[config.mk]
export PLATFORM = sky130hd
export DESIGN_NAME = hsp_strap_top
export DESIGN_NICKNAME = d
export VERILOG_FILES = /design/src/hsp_pkg.sv /design/src/hsp_strap_if.sv /design/src/hsp_strap_latch.sv /design/src/hsp_strap_top.sv
export SDC_FILE = /design/constraint.sdc
export NUM_CORES = 1
export LEC_CHECK = 0
export BUFFER_PORTS_ARGS = -buffer_cell sky130_fd_sc_hd__buf_2
export CAP_MARGIN = 40
export CELL_PAD_IN_SITES_DETAIL_PLACEMENT = 0
export CELL_PAD_IN_SITES_GLOBAL_PLACEMENT = 1
export CORE_MARGIN = 3
export CORE_UTILIZATION = 32
export DETAILED_ROUTE_END_ITERATION = 7
export GPL_TIMING_DRIVEN = 0
export HOLD_SLACK_MARGIN = 0.02
export PLACE_DENSITY = 0.85
export SLEW_MARGIN = 20
export SYNTH_ARGS = -nofsm -noshare
export SYNTH_HDL_FRONTEND = slang
export SYNTH_SLANG_ARGS = --single-unit
export TNS_END_PERCENT = 1
[constraint.sdc]
create_clock -name mclk_i -period 1.5 [get_ports mclk_i]
set_input_delay 0.3 -clock mclk_i [delete_from_list [all_inputs] [get_ports mclk_i]]
set_output_delay 0.3 -clock mclk_i [all_outputs]
set_load 0.01 [all_outputs]
[src/hsp_pkg.sv]
package hsp_pkg;

    // ****************************************
    // reset values and fixed address bit
    // ****************************************
    localparam logic STRAP_BUS_ROLE_RST = 1'h1;
    localparam logic STRAP_POL_RST = 1'h0;
    localparam logic STRAP_GANG_RST = 1'h1;
    localparam logic STRAP_PWR_DIS_RST = 1'h0;
    localparam logic STRAP_TEST_RST = 1'h0;
    localparam logic SLAVE_ADDR_BIT3 = 1'h1;
    localparam logic [3:0] STATUS_RST = 4'h0;
    localparam logic [1:0] POWER_REQ_RST = 2'h0;
    localparam logic [1:0] PORT_OC_RST = 2'h0;
    localparam logic HUB_OC_RST = 1'h0;
    localparam logic [2:0] SLAVE_ADDR_RST = 3'h0;
    localparam int SLAVE_ADDR_W = 3;
    localparam int CAPTURE_DELAY = 1;

    // ****************************************
    // sequencing states
    // ****************************************
    typedef enum logic [1:0] {
        HSP_SAMPLE = 2'h1,
        HSP_RUN = 2'h2
    } hsp_state_t;

endpackage : hsp_pkg

[src/hsp_strap_if.sv]
`timescale 1ns/100ps
interface hsp_strap_if;
    logic bus_role;
    logic pol;
    logic gang;
    logic pwr_dis;
    logic test;
    logic run;

    modport latch (output bus_role, pol, gang, pwr_dis, test, run);
    modport user (input bus_role, pol, gang, pwr_dis, test, run);
endinterface : hsp_strap_if

[src/hsp_strap_latch.sv]
`timescale 1ns/100ps
module hsp_strap_latch (
    // clock and reset
    input wire logic mclk_i,
    input wire logic arst_n_i,
    input wire logic ce_i,
    // strap pin levels
    input wire logic bus_role_strap_i,
    input wire logic power_ctl_polarity_strap_i,
    input wire logic gang_strap_i,
    input wire logic power_switching_disable_strap_i,
    input wire logic test_i,
    // captured values
    hsp_strap_if.latch st
);

    // ****************************************
    // state
    // ****************************************
    typedef struct packed {
        hsp_pkg::hsp_state_t state;
        logic bus_role;
        logic pol;
        logic gang;
        logic pwr_dis;
        logic test;
    } hsp_latch_t;

    hsp_latch_t s_q;
    hsp_latch_t s_d;

    always_comb
    begin
        s_d = s_q;
        unique case (s_q.state)
            hsp_pkg::HSP_SAMPLE:
            begin
                // first clock-enabled edge after release takes the pins
                s_d.bus_role = bus_role_strap_i;
                s_d.pol = power_ctl_polarity_strap_i;
                s_d.gang = gang_strap_i;
                s_d.pwr_dis = power_switching_disable_strap_i;
                s_d.test = test_i;
                s_d.state = hsp_pkg::HSP_RUN;
            end
            hsp_pkg::HSP_RUN:
            begin
                s_d.state = hsp_pkg::HSP_RUN;
            end
            default:
            begin
                s_d.state = hsp_pkg::HSP_SAMPLE;
            end
        endcase
    end

    always_ff @(posedge mclk_i or negedge arst_n_i)
    begin
        if (!arst_n_i)
        begin
            s_q.state <= hsp_pkg::HSP_SAMPLE;
            s_q.bus_role <= hsp_pkg::STRAP_BUS_ROLE_RST;
            s_q.pol <= hsp_pkg::STRAP_POL_RST;
            s_q.gang <= hsp_pkg::STRAP_GANG_RST;
            s_q.pwr_dis <= hsp_pkg::STRAP_PWR_DIS_RST;
            s_q.test <= hsp_pkg::STRAP_TEST_RST;
        end
        else if (ce_i)
        begin
            s_q <= s_d;
        end
    end

    assign st.bus_role = s_q.bus_role;
    assign st.pol = s_q.pol;
    assign st.gang = s_q.gang;
    assign st.pwr_dis = s_q.pwr_dis;
    assign st.test = s_q.test;
    assign st.run = (s_q.state == hsp_pkg::HSP_RUN);

endmodule : hsp_strap_latch

[src/hsp_strap_top.sv]
`timescale 1ns/100ps
module hsp_strap_top (
    // clock and reset
    input wire logic mclk_i,
    input wire logic arst_n_i,
    input wire logic ce_i,
    // shared strap/status pins, plus test input
    input wire logic bus_role_strap_i,
    output logic dn2_superspeed_status_o,
    output logic dn2_superspeed_status_oe_o,
    input wire logic power_ctl_polarity_strap_i,
    output logic dn1_superspeed_status_o,
    output logic dn1_superspeed_status_oe_o,
    input wire logic slave_addr_bit2_strap_i,
    output logic upstream_highspeed_status_o,
    output logic upstream_highspeed_status_oe_o,
    input wire logic power_switching_disable_strap_i,
    output logic upstream_superspeed_status_o,
    output logic upstream_superspeed_status_oe_o,
    input wire logic test_i,
    // hub core link status
    input wire logic dn1_ss_conn_i,
    input wire logic dn2_ss_conn_i,
    input wire logic up_hs_conn_i,
    input wire logic up_ss_conn_i,
    // port power requests and overcurrent
    input wire logic [1:0] port_power_req_i,
    input wire logic port1_overcurrent_n_i,
    input wire logic port2_overcurrent_n_i,
    output logic [1:0] port_power_control_o,
    output logic [1:0] port_overcurrent_o,
    output logic hub_overcurrent_o,
    // serial engine steering
    output logic eeprom_master_sel_o,
    output logic smbus_slave_sel_o,
    output logic [2:0] smbus_slave_addr_o,
    // configuration status
    output logic gang_mode_o,
    output logic power_switching_en_o,
    output logic factory_test_o,
    output logic straps_valid_o
);

    // ****************************************
    // strap capture
    // ****************************************
    hsp_strap_if st ();

    hsp_strap_latch u_latch (
        .mclk_i(mclk_i),
        .arst_n_i(arst_n_i),
        .ce_i(ce_i),
        .bus_role_strap_i(bus_role_strap_i),
        .power_ctl_polarity_strap_i(power_ctl_polarity_strap_i),
        .gang_strap_i(slave_addr_bit2_strap_i),
        .power_switching_disable_strap_i(power_switching_disable_strap_i),
        .test_i(test_i),
        .st(st)
    );

    // ****************************************
    // state
    // ****************************************
    typedef struct packed {
        logic [3:0] stat;
        logic [1:0] pwr;
        logic [1:0] port_oc;
        logic hub_oc;
        logic [2:0] addr;
    } hsp_top_t;

    hsp_top_t s_q;
    hsp_top_t s_d;

    // ****************************************
    // helpers
    // ****************************************
    function automatic logic drive_level(input logic on, input logic active_low);
        drive_level = on ^ active_low;
    endfunction : drive_level

    // power request after grouping and switching enable
    function automatic logic [1:0] power_plan(
        input logic [1:0] req,
        input logic gang,
        input logic dis
    );
        if (dis)
        begin
            power_plan = 2'h0;
        end
        else if (gang)
        begin
            power_plan = {2{|req}};
        end
        else
        begin
            power_plan = req;
        end
    endfunction : power_plan

    // overcurrent to hub or ports, {hub, port2, port1}
    function automatic logic [2:0] oc_plan(
        input logic [1:0] oc,
        input logic gang,
        input logic dis
    );
        if (dis)
        begin
            oc_plan = 3'h0;
        end
        else if (gang)
        begin
            oc_plan = {|oc, 2'h0};
        end
        else
        begin
            oc_plan = {1'h0, oc};
        end
    endfunction : oc_plan

    // ****************************************
    // next state
    // ****************************************
    always_comb
    begin
        logic [1:0] oc;
        oc = {~port2_overcurrent_n_i, ~port1_overcurrent_n_i};
        s_d = s_q;
        if (st.run)
        begin
            s_d.stat[0] = dn2_ss_conn_i;
            s_d.stat[1] = dn1_ss_conn_i;
            s_d.stat[2] = up_hs_conn_i;
            s_d.stat[3] = up_ss_conn_i;
            // address from strap pins, bit 3 fixed
            s_d.addr = {hsp_pkg::SLAVE_ADDR_BIT3, st.gang, st.pwr_dis};
            // power and overcurrent by grouping
            s_d.pwr = power_plan(port_power_req_i, st.gang, st.pwr_dis);
            {s_d.hub_oc, s_d.port_oc} = oc_plan(oc, st.gang, st.pwr_dis);
        end
    end

    // ****************************************
    // registers
    // ****************************************
    always_ff @(posedge mclk_i or negedge arst_n_i)
    begin
        if (!arst_n_i)
        begin
            s_q.stat <= hsp_pkg::STATUS_RST;
            s_q.pwr <= hsp_pkg::POWER_REQ_RST;
            s_q.port_oc <= hsp_pkg::PORT_OC_RST;
            s_q.hub_oc <= hsp_pkg::HUB_OC_RST;
            s_q.addr <= hsp_pkg::SLAVE_ADDR_RST;
        end
        else if (ce_i)
        begin
            s_q <= s_d;
        end
    end

    // ****************************************
    // outputs
    // ****************************************
    assign dn2_superspeed_status_o = s_q.stat[0];
    assign dn1_superspeed_status_o = s_q.stat[1];
    assign upstream_highspeed_status_o = s_q.stat[2];
    assign upstream_superspeed_status_o = s_q.stat[3];

    // ****************************************
    // pin output enables
    // ****************************************
    assign dn2_superspeed_status_oe_o = st.run;
    assign dn1_superspeed_status_oe_o = st.run;
    assign upstream_highspeed_status_oe_o = st.run;
    assign upstream_superspeed_status_oe_o = st.run;

    // ****************************************
    // power and overcurrent
    // ****************************************
    assign port_power_control_o[0] = drive_level(s_q.pwr[0], st.pol);
    assign port_power_control_o[1] = drive_level(s_q.pwr[1], st.pol);
    assign port_overcurrent_o = s_q.port_oc;
    assign hub_overcurrent_o = s_q.hub_oc;

    // ****************************************
    // serial steering
    // ****************************************
    assign eeprom_master_sel_o = st.run & st.bus_role;
    assign smbus_slave_sel_o = st.run & ~st.bus_role;
    assign smbus_slave_addr_o = s_q.addr;

    // ****************************************
    // configuration
    // ****************************************
    assign gang_mode_o = st.gang;
    assign power_switching_en_o = ~st.pwr_dis;
    assign factory_test_o = st.test;
    assign straps_valid_o = st.run;

endmodule : hsp_strap_top

==> reports/results.tsv <==
metric	value	unit
grt_start_max_net_pins	20	
r2r.worst_path.cells	6	
number_of_drc_violations_after_detailed_routing_iteration_0	5	
power.leakage	0.6337	nW
flow.area_growth_from_synthesis	35.29	%
final_nets	130	
cts_max_level	1	
fp.dieArea	3535	um^2
gp_routability_congestion	0.6839	
finalMaxSlewViolations	0	
antenna_violating_nets_remaining	0	
clock_latency	0.29	ns
combinationalPowerShare	0.542	
use_met2	0.1934	
wl_per_cell	12.89	um
final_area	1237	um^2
synthesis.instances	68	
synth_async_sr_flop_share	1.000	
timing.hold.worst_path_depth	2	
tritoncts	built	
grt-ovfl-total	0	
switching_share	0.3478	
postSynthAreaPerCell	13.45	um^2
clock_sink_count	19	
most_frequent_cells_in_the_layout	sky130_fd_sc_hd__buf_2, sky130_fd_sc_hd__dfrtp_1, sky130_fd_sc_hd__buf_4	
failed_checks	setup timing	
post-route-period-util	1.087	
core-area	2590	um^2
clock_power_share	0.093	
internal_power	1.742	mW
placement.io_buffers	36	
synth_warnings	0	
use_met3	0.04139	
ioPinCount	38	
cts_root_buffer	sky130_fd_sc_hd__clkbuf_4	
first_pass_iters	2	
antenna_cells	0	
worst_slew_pin_tran	0.4149	ns
worst_ep_required_time	1.20	ns
synth_area_leader_cell	sky130_fd_sc_hd__dfrtp_1	
net-switching-power	0.9288	mW
finalSetupViolations	11	
hold_crit_start	port2_overcurrent_n_i	
dieWidth	59.46	um
placement_row_count	18	
critPathCaptureType	primary output	
antenna_violations_before_repair	0	
post_layout_nonfiller_instances	140	
synth_enable_flop_cells	0	
final_layout_size_suffix_gt1_frac	0.6364	
holdPathEnd	port_overcurrent_o[1]$_DFFE_PN0P_	
wl	1805	um
peakVddDrop	1.059	mV
vias_per_cell	4.600	
status	finished, violations left	
die_height	59.46	um
setup_ws	-0.1302	ns
timing_worst_setup_path_type	reg -> out	
timing.critical_path.from	u_latch.s_q[5]$_DFFE_PN1P_	
start_util	0.3531	
r2r_path_start	u_latch.s_q[5]$_DFFE_PN1P_	
max_slew_margin	0.7234	
timing.max_cap.violations	0	
syn_nets	87	
first_global_vias	650	
placement.cell_area	1132	um^2
worst-path-max-fanout	6	
synth.top_cells.by_area	sky130_fd_sc_hd__dfrtp_1, sky130_fd_sc_hd__dfstp_2, sky130_fd_sc_hd__mux2_2	
ys_ff_latch	19	
yosys_most_used_dff	sky130_fd_sc_hd__dfrtp_1	
reg2reg_setup_slack	-0.02	ns
crit_path_start_kind	flip-flop	
mostFrequentLayoutCell	sky130_fd_sc_hd__buf_2	
fin_crit	1.630	ns
total_power	2.671	mW
fin_worst_hold_slack	0.1739	ns
netlist-cell-type-count	22	
share_of_the_yosys_chip_area_belonging_to_registers	0.5239	
hold_viol_final	0	
gr-usage-all-layers	0.1085	
maximum_clock_rate	613.4	MHz
worstHoldPathType	in -> reg	
deepest_clock_path_buffer_count	2	
routed-via-count	644	
yosys.area.top_type_share	0.4378	
r2r-end	upstream_highspeed_status_o$_DFFE_PN0P_	
fin_worst_skew	0.004262	ns
rsz0062_at_grt	true	
route.detailed.drc	0	
power_per_cell_area	2158	nW/um^2
numCtsBuffers	3	
path_clk_slew	0.11	ns
worst_path_arrival	1.33	ns
synth_cell_area	914.6	um^2
dp_cells	134	
grt_pass1_wl	2870	um
sequentialPowerShare	0.364	
fillers	244	
peak_usage_layer_in_the_global_routing_report	met2	
grt_util_met1	0.1270	
[critical path, cell delays in order (launching register included)]
cell                      delay, ns
sky130_fd_sc_hd__dfstp_2       0.57
sky130_fd_sc_hd__inv_4         0.06
sky130_fd_sc_hd__ha_4          0.17
sky130_fd_sc_hd__nor2b_1       0.12
sky130_fd_sc_hd__buf_2         0.13
[cell families after synthesis]
family                     after synthesis  share of synthesized area
AOI/OAI and AO/OA                        8                    0.06429
muxes                                   12                     0.1628
buffers and inverters                   14                     0.1108
adders and majority gates                3                    0.04104
xor gates and xnor gates                 2                    0.01916
and+or+nand+nor                         10                    0.07799
DFF                                     19                     0.5239
[area by class of cell]
cell class,count,area [um^2],share of cell area
multi-input cells,35,359.1,0.2902
flip-flops and latches,19,479.2,0.3873
repair buffers,38,226.5,0.1830
well taps,30,37.54,0.03033
inverters,3,13.76,0.01112
plain buffers,11,93.84,0.07583
clock buffers,3,22.52,0.01820
clock inverters,1,5.005,0.004044
[registers in the layout, summed over array words and instances (netlist names)]
name                          flops
u_latch.st.test                   1
u_latch.st.bus_role               1
upstream_highspeed_status_o       1
smbus_slave_addr_o                3
dn1_superspeed_status_o           1
u_latch.st.pwr_dis                1
port_overcurrent_o                2
hub_overcurrent_o                 1
upstream_superspeed_status_o      1
u_latch.st.gang                   1
s_q                               2
dn2_superspeed_status_o           1
u_latch.st.pol                    1
u_latch.s_q                       2
[stage by stage]
stage                 util  setup TNS (ns)  setup slack (ns)
global placement    0.4372        -0.09675          -0.02599
finish              0.4778         -0.7924           -0.1302
detailed placement  0.4372         -0.1610          -0.04489
global route        0.4778          -1.258           -0.1800
floorplan                -               0           0.06004
CTS                 0.4705         -0.9470           -0.1450
[what timing repair did]
action,in CTS,in global routing
hold endpoints to repair,16,0
endpoints found under the setup margin,11,11
resized for setup,9,3
hold buffers,1,0
setup buffers,1,0
pin swaps,0,0
[worst max path at each step]
stage	slack, ns	endpoint
floorplan	0.06	dn2_superspeed_status_o$_DFFE_PN0P_
global placement	-0.03	dn2_superspeed_status_o$_DFFE_PN0P_
detailed placement	-0.04	upstream_highspeed_status_o$_DFFE_PN0P_
CTS	-0.14	smbus_slave_sel_o
global route	-0.18	smbus_slave_sel_o
finish	-0.13	smbus_slave_sel_o
[cell usage after synthesis (all sizes together), types with 2 or more instances]
library cell and n:
inv 3, dfstp 3, o2bb2ai 4, dfrtp 16
mux2 11, a21oi 2, ha 3, xor2 2
buf 11, nand2 4
[power groups by stage]
stage,Clock [mW],Combinational [mW],Sequential [mW]
global route,0.295,1.59,1.00
floorplan,0,0.822,0.974
detailed placement,0,1.29,0.967
global placement,0,1.26,0.948
finish,0.250,1.45,0.972
CTS,0.266,1.42,0.976
[per-layer routing]
| layer | up-vias | part of all wire |
|---|---|---|
| met4 | 0 | 0 |
| met3 | 0 | 0.076 |
| met1 | 306 | 0.40 |
| met5 | - | 0 |
| met2 | 25 | 0.53 |
| li1 | 313 | - |
No activity file was read; power rests on OpenSTA's default activity.
